===== config.mk =====
export PLATFORM = sky130hd
export DESIGN_NAME = twu_timer_watchdog
export DESIGN_NICKNAME = d
export VERILOG_FILES = /design/src/hw/twu_pkg.sv /design/src/hw/twu_timer_watchdog.sv
export SDC_FILE = /design/constraint.sdc
export NUM_CORES = 1
export LEC_CHECK = 0
export BUFFER_PORTS_ARGS = -buffer_cell sky130_fd_sc_hd__buf_2
export CELL_PAD_IN_SITES_DETAIL_PLACEMENT = 0
export CELL_PAD_IN_SITES_GLOBAL_PLACEMENT = 1
export CORE_AREA = 2 2 110 70
export DETAILED_ROUTE_END_ITERATION = 16
export DIE_AREA = 0 0 112 72
export PLACE_DENSITY = 0.86
export SYNTH_ARGS = -nofsm -noshare
export SYNTH_HDL_FRONTEND = slang
export SYNTH_SLANG_ARGS = --single-unit
export TNS_END_PERCENT = 1

===== constraint.sdc =====
create_clock -name sys_clk -period 1.9 [get_ports sys_clk]
set_input_delay 0.19 -clock sys_clk [delete_from_list [all_inputs] [get_ports sys_clk]]
set_output_delay 0.19 -clock sys_clk [all_outputs]
set_load 0.1 [all_outputs]

===== src/hw/twu_pkg.sv =====
// Constants and carrier types for the timer/watchdog unit
package twu_pkg;
  localparam int unsigned TWU_CNT_W = 16;
  localparam int unsigned TWU_PRE_W = 8;
  localparam logic [1:0] TWU_DIV_LAST = 2'h3;
  localparam logic [7:0] TWU_KEY_FIRST = 8'hAA;
  localparam logic [7:0] TWU_KEY_SECOND = 8'h55;
  localparam logic [7:0] TWU_CTRL_RESET = 8'h12;
  localparam int unsigned TWU_CTRL_OUTPUT_PIN_ENABLE_BIT = 0;
  localparam int unsigned TWU_CTRL_OUTPUT_MODE_SELECT_BIT = 2;
  localparam int unsigned TWU_CTRL_INPUT_PIN_ENABLE_BIT = 3;
  localparam int unsigned TWU_CTRL_START_STOP_BIT_BIT = 7;
  localparam int unsigned TWU_IVR_CHAN_BIT = 1;
  localparam int unsigned TWU_IVR_TOP_BIT = 2;
  localparam int unsigned TWU_CLK_MHZ = 50;
  localparam int unsigned TWU_EDGE_GAP_NS = 333;
  localparam int unsigned TWU_EDGE_GAP_CYC =
    (TWU_EDGE_GAP_NS * TWU_CLK_MHZ + 999) / 1000;

  typedef enum logic [1:0] {
    TWU_IN_EVENT = 2'h0,
    TWU_IN_GATE = 2'h1,
    TWU_IN_TRIG = 2'h3,
    TWU_IN_RETRIG = 2'h2
  } twu_in_mode_t;

  typedef struct packed {
    logic [TWU_PRE_W-1:0] prescale;
    logic [TWU_CNT_W-1:0] reload;
  } twu_preset_t;

  typedef struct packed {
    logic [1:0] div;
    logic [TWU_PRE_W-1:0] pre;
    logic [TWU_CNT_W-1:0] cnt;
    logic wdog;
    logic key_armed;
    logic in_prev;
    logic wave;
    logic wave_oe;
    logic irq_chan;
    logic irq_top;
    logic wd_reset;
    logic at_end;
  } twu_state_t;
endpackage


===== src/hw/twu_timer_watchdog.sv =====
// Timer/watchdog: 16-bit down-counter, 8-bit prescaler, watchdog mode
`timescale 1ns/1ns
////////////////////////////////////////////////////////////////////////////
// Summary of operation
// (RL1) 16-bit down-counter behind 8-bit prescaler, for timer and watchdog.
// (RL2) Internal timer modes step prescaler at the internal clock over four.
// (RL3) Input pin counts only with input enable bit 3 set.
// (RL4) Event mode decrements on each falling input edge, edges 333 ns apart.
// (RL5) Gate mode counts at clock over four only while input is high.
// (RL6) Retrigger mode reloads presets on any falling edge while started.
// (RL7) Trigger mode reloads on falling edge only at end of count.
// (RL8) Output pin driven only while output enable bit 0 is high.
// (RL9) At zero, output toggles, or copies level bit when mode bit set.
// (RL10) Clearing watchdog enable bit 6 switches to watchdog, timer disabled.
// (RL11) Watchdog mode stays until the next hardware reset.
// (RL12) Writing 0AAh then 055h to low byte reloads the watchdog counter.
// (RL13) Watchdog reaching zero issues internal chip reset, not on reset pin.
// (RL14) Timer zero raises interrupt onto prioritized or non-maskable channel.
// (RL15) Software should set prescaler and reload before enabling watchdog.
// (RL16) Timer end of count reloads presets and keeps counting, except when trigger mode parks.
module twu_timer_watchdog (
  input wire logic sys_clk,
  input wire logic rst_b,
  input wire logic [7:0] timer_control_reg,
  input wire logic [1:0] in_mode,
  input wire logic output_level_bit,
  input wire logic timer_function_select,
  input wire logic [7:0] interrupt_vector_reg,
  input wire twu_pkg::twu_preset_t preset,
  input wire logic low_byte_wr,
  input wire logic [7:0] counter_low_byte_reg,
  input wire logic timer_event_input,
  output logic timer_wave_output,
  output logic timer_wave_oe,
  output logic prioritized_irq_channel,
  output logic top_level_irq,
  output logic internal_reset,
  output logic watchdog_active,
  output logic [twu_pkg::TWU_CNT_W-1:0] count_value
);
  import twu_pkg::*;

  twu_state_t s_q;
  twu_state_t s_d;
  logic started;
  logic in_en;
  logic fall;
  logic tick;
  logic step;
  logic zero_hit;
  logic edge_reload;
  logic key_match;
  twu_in_mode_t mode;

  ////////////////////////////////////////////////////////////////////////////
  // Input decode and count step select; writes no state
  always_comb begin
    mode = twu_in_mode_t'(in_mode);
    started = timer_control_reg[TWU_CTRL_START_STOP_BIT_BIT];
    // (RL3) Input enable gate
    in_en = timer_control_reg[TWU_CTRL_INPUT_PIN_ENABLE_BIT] && !s_q.wdog;
    // (RL4) Falling edge detect; source keeps edge spacing
    fall = s_q.in_prev && !timer_event_input;
    // (RL2) Divide-by-four enable
    tick = (s_q.div == TWU_DIV_LAST);
    step = 1'b0;
    // Watchdog ignores the start bit so software cannot halt it
    if (s_q.wdog) begin
      step = tick;
    end else if (started) begin
      if (!in_en) begin
        step = tick;
      end else begin
        case (mode)
          // (RL4) Each falling edge is one count
          TWU_IN_EVENT: begin
            step = fall;
          end
          // (RL5) Count only while input high
          TWU_IN_GATE: begin
            step = tick && timer_event_input;
          end
          // (RL7) Frozen once parked at end
          TWU_IN_TRIG: begin
            step = tick && !s_q.at_end;
          end
          // (RL6) Free run between edges
          TWU_IN_RETRIG: begin
            step = tick;
          end
          default: begin
            step = 1'b0;
          end
        endcase
      end
    end
  end

  ////////////////////////////////////////////////////////////////////////////
  // Edge reload and key detect
  always_comb begin
    edge_reload = 1'b0;
    key_match = 1'b0;
    if (!s_q.wdog && started && in_en && fall) begin
      // (RL6) Reload on any falling edge
      if (mode == TWU_IN_RETRIG) begin
        edge_reload = 1'b1;
      end
      // (RL7) Reload only once parked at end
      if (mode == TWU_IN_TRIG && s_q.at_end) begin
        edge_reload = 1'b1;
      end
    end
    // (RL12) Second key byte must follow the first directly
    if (low_byte_wr && s_q.key_armed && s_q.wdog) begin
      key_match = (counter_low_byte_reg == TWU_KEY_SECOND);
    end
  end

  ////////////////////////////////////////////////////////////////////////////
  // Next state; later assignments win, so reloads beat a step
  always_comb begin
    s_d = s_q;
    zero_hit = 1'b0;
    s_d.in_prev = timer_event_input;
    s_d.div = s_q.div + 2'h1;
    s_d.irq_chan = 1'b0;
    s_d.irq_top = 1'b0;
    s_d.wd_reset = 1'b0;
    // (RL10) One-way switch into watchdog
    // (RL11) Never cleared except by reset
    if (!timer_function_select) begin
      s_d.wdog = 1'b1;
    end
    // (RL1) Prescaler then counter
    if (step) begin
      if (s_q.pre != '0) begin
        s_d.pre = s_q.pre - 8'h01;
      end else begin
        s_d.pre = preset.prescale;
        if (s_q.cnt != '0) begin
          s_d.cnt = s_q.cnt - 16'h0001;
        end
        // A count already at zero fires again rather than wrapping
        zero_hit = (s_q.cnt == 16'h0001) || (s_q.cnt == '0);
      end
    end
    if (zero_hit) begin
      if (s_q.wdog) begin
        // (RL13) Internal chip reset pulse only
        s_d.wd_reset = 1'b1;
      end else begin
        // (RL14) Route zero event to selected channel
        s_d.irq_chan = !interrupt_vector_reg[TWU_IVR_CHAN_BIT];
        s_d.irq_top = !interrupt_vector_reg[TWU_IVR_TOP_BIT];
        // (RL9) Toggle or pass software level
        if (timer_control_reg[TWU_CTRL_OUTPUT_MODE_SELECT_BIT]) begin
          s_d.wave = output_level_bit;
        end else begin
          s_d.wave = !s_q.wave;
        end
        if (in_en && mode == TWU_IN_TRIG) begin
          // Trigger mode parks at zero awaiting an edge
          s_d.at_end = 1'b1;
        end else begin
          // (RL16) Auto reload and continue
          s_d.cnt = preset.reload;
          s_d.pre = preset.prescale;
        end
      end
    end
    // (RL6) Edge reload of both presets
    if (edge_reload) begin
      s_d.cnt = preset.reload;
      s_d.pre = preset.prescale;
      s_d.at_end = 1'b0;
    end
    // (RL12) Key pair 0AAh then 055h reloads watchdog
    if (low_byte_wr) begin
      s_d.key_armed = (counter_low_byte_reg == TWU_KEY_FIRST);
    end
    if (key_match) begin
      s_d.cnt = preset.reload;
      s_d.pre = preset.prescale;
    end
    // (RL8) Drive pin only with output enable
    s_d.wave_oe = timer_control_reg[TWU_CTRL_OUTPUT_PIN_ENABLE_BIT] && !s_d.wdog;
  end

  ////////////////////////////////////////////////////////////////////////////
  // Counter starts at full scale; presets are undefined until software acts
  always_ff @(posedge sys_clk or negedge rst_b) begin
    if (!rst_b) begin
      // Edge memory starts low so a low pin at release is no edge
      s_q <= '{
        div: 2'h0,
        pre: '1,
        cnt: '1,
        wdog: 1'b0,
        key_armed: 1'b0,
        in_prev: 1'b0,
        wave: 1'b0,
        wave_oe: 1'b0,
        irq_chan: 1'b0,
        irq_top: 1'b0,
        wd_reset: 1'b0,
        at_end: 1'b0
      };
    end else begin
      s_q <= s_d;
    end
  end

  assign timer_wave_output = s_q.wave;
  assign timer_wave_oe = s_q.wave_oe;
  assign prioritized_irq_channel = s_q.irq_chan;
  assign top_level_irq = s_q.irq_top;
  assign internal_reset = s_q.wd_reset;
  assign watchdog_active = s_q.wdog;
  assign count_value = s_q.cnt;
endmodule

# Yosys cells after proc, flatten, opt, wreduce, memory -nomap -nowiden
# Cells that the tools add are included.
[word_totals]
reg_bits = 35
wordCells = 79
[classes]
add_sub_neg = 3
n_eq_ne = 8
n_mux = 27
bitwise = 1
reduce_logical = 28
[op_table]
columns = ["op", "n"]
rows = [
  ["$mux 24", 6],
  ["$mux 16", 2],
  ["$eq 16x1->1 const B", 1],
  ["$logic_not 16->1", 1],
  ["$reduce_bool 16->1", 1],
  ["$sub 16x1->16 const B", 1],
  ["$mux 1", 15],
  ["$logic_and 1x1->1", 12],
  ["$eq 8x7->1 const B", 1],
  ["$eq 8x8->1 const B", 1],
  ["$mux 8", 1],
  ["$reduce_bool 8->1", 1],
  ["$sub 8x1->8 const B", 1],
  ["$logic_not 1->1", 7],
  ["$eq 2x2->1 const B", 3],
  ["$mux 4", 1],
  ["$pmux 1 s4", 1],
  ["$reduce_bool 2->1", 2],
  ["$reduce_and 3->1", 1],
  ["$add 2x1->2 const B", 1],
  ["$eq 2x1->1 const B", 1],
  ["$logic_not 2->1", 1],
  ["$mux 2", 1],
  ["$ne 2x1->1 const B", 1],
  ["other kinds (3)", 3],
]

# Longest topological paths before layout
# Gate-level depths: netlist (run 1).
[depth]
depth_word = 12
ltp_mapped = 10

# Worst setup path before layout (run 1)
# Ideal clock, no wire load.
[synth_timing]
path_type = "reg2reg"
startpoint = "register s_q, in the netlist watchdog_active"
endpoint = "register s_q[29] (netlist bit)"
setup_ns = 0.073
t_arrival_ns = 2.423
required_time_ns = 1.827
setup_slack_ns = -0.596
stages_incl_launch_ff = 8
period_less_slack_ns = 2.496
path_cell_list = "dfrtp_1 -> nand4_1 -> or4_1 -> o22ai_2 -> a41oi_2 -> buf_6 -> o2bb2ai_1 -> a21oi_1"
[synth_rtl]
columns = ["item", "line_no", "rtl"]
rows = [
  ["start: declaration", "twu_timer_watchdog.sv:43", "twu_state_t s_q;"],
  ["start signal: assignment", "twu_timer_watchdog.sv:195", "s_q <= '{"],
]

==> run metrics, run 1 <==
Mean Syn Cell Area=9.206 µm²; failing checks=negative setup slack; Final Cell Area=0.003284 mm²; worst-margin pin slew=508.8 ps; Leakage=1.506 nW; max-cap violations=0; Multi-input gate area=0.001266 mm²; Layout Nets=407; number of global-route vias before repair=2128; Reg area=909.6 µm²; via/cell ratio=5.014; main combinational cell family by area after synthesis=simple AND/OR/NAND/NOR gates; RSZ-0062 raised after global routing=yes; Skew-Pair Late Insertion Delay=280 ps; Largest stage delay, worst path=470 ps; PwrDens=830.6 mW/mm²; global-route wire length before repair=10310 µm; XOR/XNOR share of the synthesized area=4.254%; Filler cells=698; share of layout cells above drive strength 1=52.01%; cell at the slowest stage of the critical path=dfrtp_4; Seq cells post-synth=35; top cells by area, synth=dfstp_2, dfrtp_1, buf_4; DRC viols=0; die area=0.008064 mm²; Via Count=2201; Placeable Area=0.007027 mm²; mux cell area share after synthesis=1.436%; Yosys top cell by area=dfstp_2; Worst Path Buf+Inv=1; antenna violations before repair=0; Setup Crit Path Kind=reg -> reg; sequential area share after synthesis=40.00%; Ports=78; status=finished, violations left; simple-gate share of the synthesized area=24.81%; Area Overhead vs Synth=45.03%; critical path data arrival time=2310 ps; max_slew headroom=66.08%; crit-path max FO=8; CP Cell Sequence=nand4bb_1 > o32a_1 > o21ai_4 > buf_12 > nand3_2 > or4_1 > a31oi_1; crit start category=flip-flop; post-route setup TNS=-2326 ps; final cell count without fillers=439; buffer depth of the longest clock path=2; top cell types by occurrence after synthesis=nor2_1, dfstp_2, a21oi_1; Post-Synth Adder-Cell Area=2.210%; CP delay by family, top=compound AO/OA/AOI/OAI gates; Die W=112 µm; post-synthesis compound-gate area fraction=17.90%; final period utilization=110.9%; Primary FF master, synth=dfstp_2; fin crit period=2107 ps; CTS H-tree depth=2; worst hold path class=in -> reg; FF-to-FF setup slack=-210 ps; GRT overflow=0; post-route ant nets=0; YS warnings=0; Worst EP required=2110 ps; Yosys cell types=60; clock sinks=35; Min Hold Slack=65.52 ps; gp weighted congestion=0.8624; Die H=72 µm; count leader, synth=nor2_1; cells after synthesis=246; drt pass-1 iters=4; num rows=24; Synth async-reset ratio=100.0%; pre-CTS WS=-172.5 ps; crit end category=flip-flop; Cell Area, Placed=0.002903 mm²; syn_nets=306; wire per inst=14.96 µm; CTS clk-pin slew, worst paths=60 ps; number of buffers created by CTS=5; Achievable Freq=474.5 MHz; PortBufs=67; setup ws final=-207.5 ps; iteration-0 DRC count of the detailed router=110; Total GRT Usage=16.14%; antenna cells=0; largest net degree at the start of global routing=22; final hold vios=0; CTS tree=built; Mapped Area=0.002265 mm²; Root Buffer=clkbuf_16; clock skew=5.269 ps; Synth top area share=27.85%; VDD IR max=0.3853 mV; EDFF count, synth=0; final slew viol count=0; DRT Wirelength=6566 µm; setup violators final=26; initial cell density of the core=32.23%; placed instance count=427; post-DP HPWL=4896 µm
==> area by class of cell <==
cell class | instances | area share [%]
clock buffers | 6 | 3.924
clock inverters | 2 | 1.829
multi-input cells | 176 | 38.55
flip-flops and latches | 35 | 27.70
repair buffers | 119 | 23.39
well taps | 91 | 3.467
inverters | 10 | 1.143
==> per-stage QoR <==
stage | total power, mW | util [%]
after floorplan | 1.343 | -
after global placement | 1.593 | 41.31
after detailed placement | 1.613 | 41.31
after CTS | 2.725 | 45.92
after global routing | 2.860 | 46.74
final | 2.728 | 46.74
==> state kept, by name (all words and copies together), names as in the netlist <==
| signal | count |
|---|---|
| s_q | 13 |
| top_level_irq | 1 |
| prioritized_irq_channel | 1 |
| internal_reset | 1 |
| watchdog_active | 1 |
| count_value | 16 |
| timer_wave_output | 1 |
| timer_wave_oe | 1 |
==> report_power, final <==
group	switching (mW)	total [mW]	internal (mW)
logic	0.351	0.672	0.320
clock network	0.306	1.06	0.752
registers	0.104	0.999	0.895
total	0.761	2.73	1.97
==> routing by layer <==
layer,part of all wire (%),global-route usage (%)
met5,0,0
met4,0.96,4.065
met3,5.2,4.177
met2,43,24.24
met1,50,23.36
==> timing repair <==
action | 4_1_cts | 5_1_grt
setup buffers | 1 | 1
pin swaps | 13 | 13
endpoints found under the setup margin | 27 | 28
resized for setup | 25 | 12
cloned | 1 | 0
endpoints found under the hold margin | 11 | 0
hold buffers | 1 | 0
==> cells by family (layout without fill, tap and decap cells) <==
kind of cell | Yosys count | count (layout)
AO/OA/AOI/OAI | 59 | 59
XOR/XNOR | 11 | 11
adder cells (fa/ha/maj) | 4 | 4
buffers and inverters | 35 | 137
flip-flops | 35 | 35
multiplexers | 3 | 3
AND/OR/NAND/NOR | 99 | 99
==> cells in the final DEF, fill, tap and decap left out, types with 5 or more instances in the layout <==
cell,synthesis,layout
nor3_1,9,9
buf_4,16,41
inv_1,10,10
nand3_1,10,8
nand4_1,7,7
dfrtp_1,11,10
clkbuf_16,0,5
a21oi_1,22,19
nand2_1,14,14
nor2_1,30,27
xor2_1,10,10
dfstp_2,24,24
buf_6,2,8
buf_2,5,68
==> worst register-to-register path: cells and delay by family, from the launching register on <==
kind | cells | cell delay, ps
AOI/OAI and AO/OA | 3 | 710
and+or+nand+nor | 3 | 710
DFF | 1 | 470
buffers and inverters | 1 | 140
==> final timing paths <==
path | depth (start not counted) | startpoint | to
worst max-delay path | 7 | watchdog_active | count_value[7]
worst min register to register | 1 | s_q[33] | s_q[33]
max in group asynchronous | 3 | rst_b | count_value[12]
worst min-delay path | 2 | interrupt_vector_reg[1] | prioritized_irq_channel
min in group asynchronous | 2 | rst_b | timer_wave_oe
worst max register to register | 7 | watchdog_active | count_value[7]
Power figures use the tool's default switching activity.
==> run 2: changes to the inputs <==
--- a/config.mk
+++ b/config.mk
@@ -5,13 +5,14 @@
 export SDC_FILE = /design/constraint.sdc
 export NUM_CORES = 1
 export LEC_CHECK = 0
+export ABC_AREA = 1
 export BUFFER_PORTS_ARGS = -buffer_cell sky130_fd_sc_hd__buf_2
 export CELL_PAD_IN_SITES_DETAIL_PLACEMENT = 0
 export CELL_PAD_IN_SITES_GLOBAL_PLACEMENT = 1
-export CORE_AREA = 2 2 110 70
+export CORE_AREA = 2 2 126 79
 export DETAILED_ROUTE_END_ITERATION = 16
-export DIE_AREA = 0 0 112 72
-export PLACE_DENSITY = 0.86
+export DIE_AREA = 0 0 128 81
+export PLACE_DENSITY = 0.88
 export SYNTH_ARGS = -nofsm -noshare
 export SYNTH_HDL_FRONTEND = slang
 export SYNTH_SLANG_ARGS = --single-unit
==> run 2 against run 1 <==
Net effect:
- final cell count is 54% higher
- sequential power fell by 21%
- maximum frequency grew 13%
- critical endpoint is now s_q[29]
- sequential share of layout area fell by 3.9 points
- wire length grew 39%
- via count up 46%
- the flow now finishes without violations
- largest cell class unchanged
- synthesized cell count increased by 93%
==> run metrics, run 2 <==
status=complete, no violations; global-route wire length before repair=14790 µm; Most Crowded Layer GR=met1; setup violators final=0; count leader, synth=nand2_1; crit start category=flip-flop; CP startpoint=count_value[0]; Seq cells post-synth=35; Area Overhead vs Synth=28.42%; Setup Crit Path Kind=reg -> reg; GRT overflow=0; Layout Nets=616; worst-margin pin slew=508.8 ps; largest net degree at the start of global routing=19; sequential area share after synthesis=30.39%; post-DP HPWL=7124 µm; max_slew headroom=66.31%; top cells by area, synth=nand2_1, dfstp_2, dfrtp_1; final period utilization=98.17%; cell at the slowest stage of the critical path=dfstp_2; Largest stage delay, worst path=530 ps; clock sinks=35; fin crit period=1865 ps; iteration-0 DRC count of the detailed router=209; Leakage=2.147 nW; Die W=128 µm; num rows=28; CTS H-tree depth=2; Total GRT Usage=18.31%; leading cell types in the layout, fill and taps excluded=nand2_1, buf_2, nor2_1; max-cap violations=0; crit-path max FO=10; initial cell density of the core=31.74%; via/cell ratio=4.749; Primary FF master, synth=dfstp_2; crit end category=flip-flop; XOR/XNOR share of the synthesized area=1.763%; Post-Synth Adder-Cell Area=1.679%; final slew viol count=0; total power=1.886 mW; VDD IR max=0.3358 mV; EDFF count, synth=0; final cell count without fillers=677; post-route ant nets=0; final hold vios=0; drt pass-1 iters=4; number of buffers created by CTS=5; worst hold path class=in -> reg; Mapped Area=0.002980 mm²; Yosys cell types=35; number of global-route vias before repair=2971; RSZ-0062 raised after global routing=yes; CTS clk-pin slew, worst paths=60 ps; PortBufs=67; Filler cells=983; CTS tree=built; Die H=81 µm; reg2reg start=count_value[0]; Synth top area share=25.06%; Crit path top cell by count=nand2_1; gp weighted congestion=0.9903; placed instance count=665; Worst EP required=2120 ps; syn_nets=534; main combinational cell family by area after synthesis=simple AND/OR/NAND/NOR gates; Skew-Pair Late Insertion Delay=280 ps; DRC viols=0; Achievable Freq=536.1 MHz; Synth async-reset ratio=100.0%; met1 Track Usage GR=27.44%; Via Count=3215; PwrDens=492.8 mW/mm²; share of layout cells above drive strength 1=29.80%; commonest non-fill, non-tap cell in the layout=nand2_1; die area=0.01037 mm²; antenna violations before repair=0; simple-gate share of the synthesized area=46.89%; Mean Syn Cell Area=6.288 µm²; GR Util met3=4.611%; CP Cell Sequence=inv_1 > ha_2 > or2_2 > nand3_2 > nor2_4 > nand4_4 > buf_12 > nand2_8 > inv_6 > nand2_1 > nand2_1; mux cell area share after synthesis=0%; Placeable Area=0.009389 mm²; met2 Use GR=26.58%; Root Buffer=clkbuf_16; max reg flops=16; critical path data arrival time=2090 ps; post-synthesis compound-gate area fraction=6.507%; buffer depth of the longest clock path=2; wire per inst=13.48 µm; hold path start=timer_event_input; YS warnings=0; DRT Wirelength=9128 µm; Yosys top cell by area=nand2_1; cells after synthesis=474; antenna cells=0; top cell types by occurrence after synthesis=nand2_1, nor2_1, inv_1; clock skew=5.962 ps; Ports=78
run 2: cell types whose count changed in the layout (fill, tap and decap cells not counted), sizes merged, moves of 5 or more:
cell	previous run	this run
nor2	30	53
nand3b	1	6
a21oi	22	11
nand2	14	207
nand3	10	38
o21ai	8	13
nor3	10	4
buf	118	101
inv	10	50
xor2	10	5
run 2: kinds of logic (layout without fill, tap and decap cells):
kind of cell	Yosys count	count (layout)
xor+xnor	6	6
flops	35	35
simple gates	321	321
buf+inv	77	160
fa+ha+maj	4	4
compound gates	31	31
run 2: per-stage QoR:
step                utilization [%]  TNS [ps]  hold slack (ps)  setup WS [ps]  instance area [µm²]
floorplan                         -         0           -105.6          36.92                 2984
global route                  40.76    -274.6            28.76         -38.78                 3827
finish                        40.76         0            38.61          34.82                 3827
detailed placement            38.07    -169.8            74.70         -32.75                 3575
CTS                           39.99         0            29.76          7.023                 3755
global placement              38.07         0            73.24          29.62                 3575
run 2: final cells by class:
cell class | count | area [µm²] | share of cell area [%]
multi-input combinational | 362 | 1733 | 45.28
sequential | 35 | 909.6 | 23.77
timing repair buffer | 102 | 683.2 | 17.85
inverter | 50 | 195.2 | 5.100
clock buffer | 8 | 156.4 | 4.086
tap | 120 | 150.1 | 3.923
run 2: worst max-delay path, delay by kind of cell (launching register included):
family / cells / cell delay (ps)
and+or+nand+nor: 7 / 770
DFF: 1 / 530
buffers and inverters: 3 / 290
adders and majority gates: 1 / 210
run 2: repair_timing:
action / CTS / global route
hold buffers: 1 / 0
setup endpoints to repair: 18 / 27
pin swaps: 1 / 3
resized for setup: 2 / 15
endpoints found under the hold margin: 3 / 0
setup buffers: 0 / 3
run 2: report_power, final:
part / switching (mW) / total [mW] / internal (mW)
sequential: 0.0153 / 0.794 / 0.779
combinational: 0.125 / 0.211 / 0.0852
clock: 0.322 / 0.881 / 0.559
total: 0.463 / 1.89 / 1.42
run 2: worst paths after layout:
check / cells after the start / end / slack, ps
setup / recovery: 11 / s_q[29] / 30
setup reg to reg: 11 / s_q[29] / 30
max in group asynchronous: 3 / count_value[10] / 1000
min in group asynchronous: 2 / timer_wave_oe / 310
hold / removal: 1 / s_q[6] / 40
hold reg to reg: 1 / s_q[33] / 430
run 2: per-layer routing:
metal  vias to the layer above  share of wire [%]
met3                         6                8.1
met4                         0               0.61
met2                       112                 40
met1                      1456                 52
li1                       1641                  -
met5                         -                  0
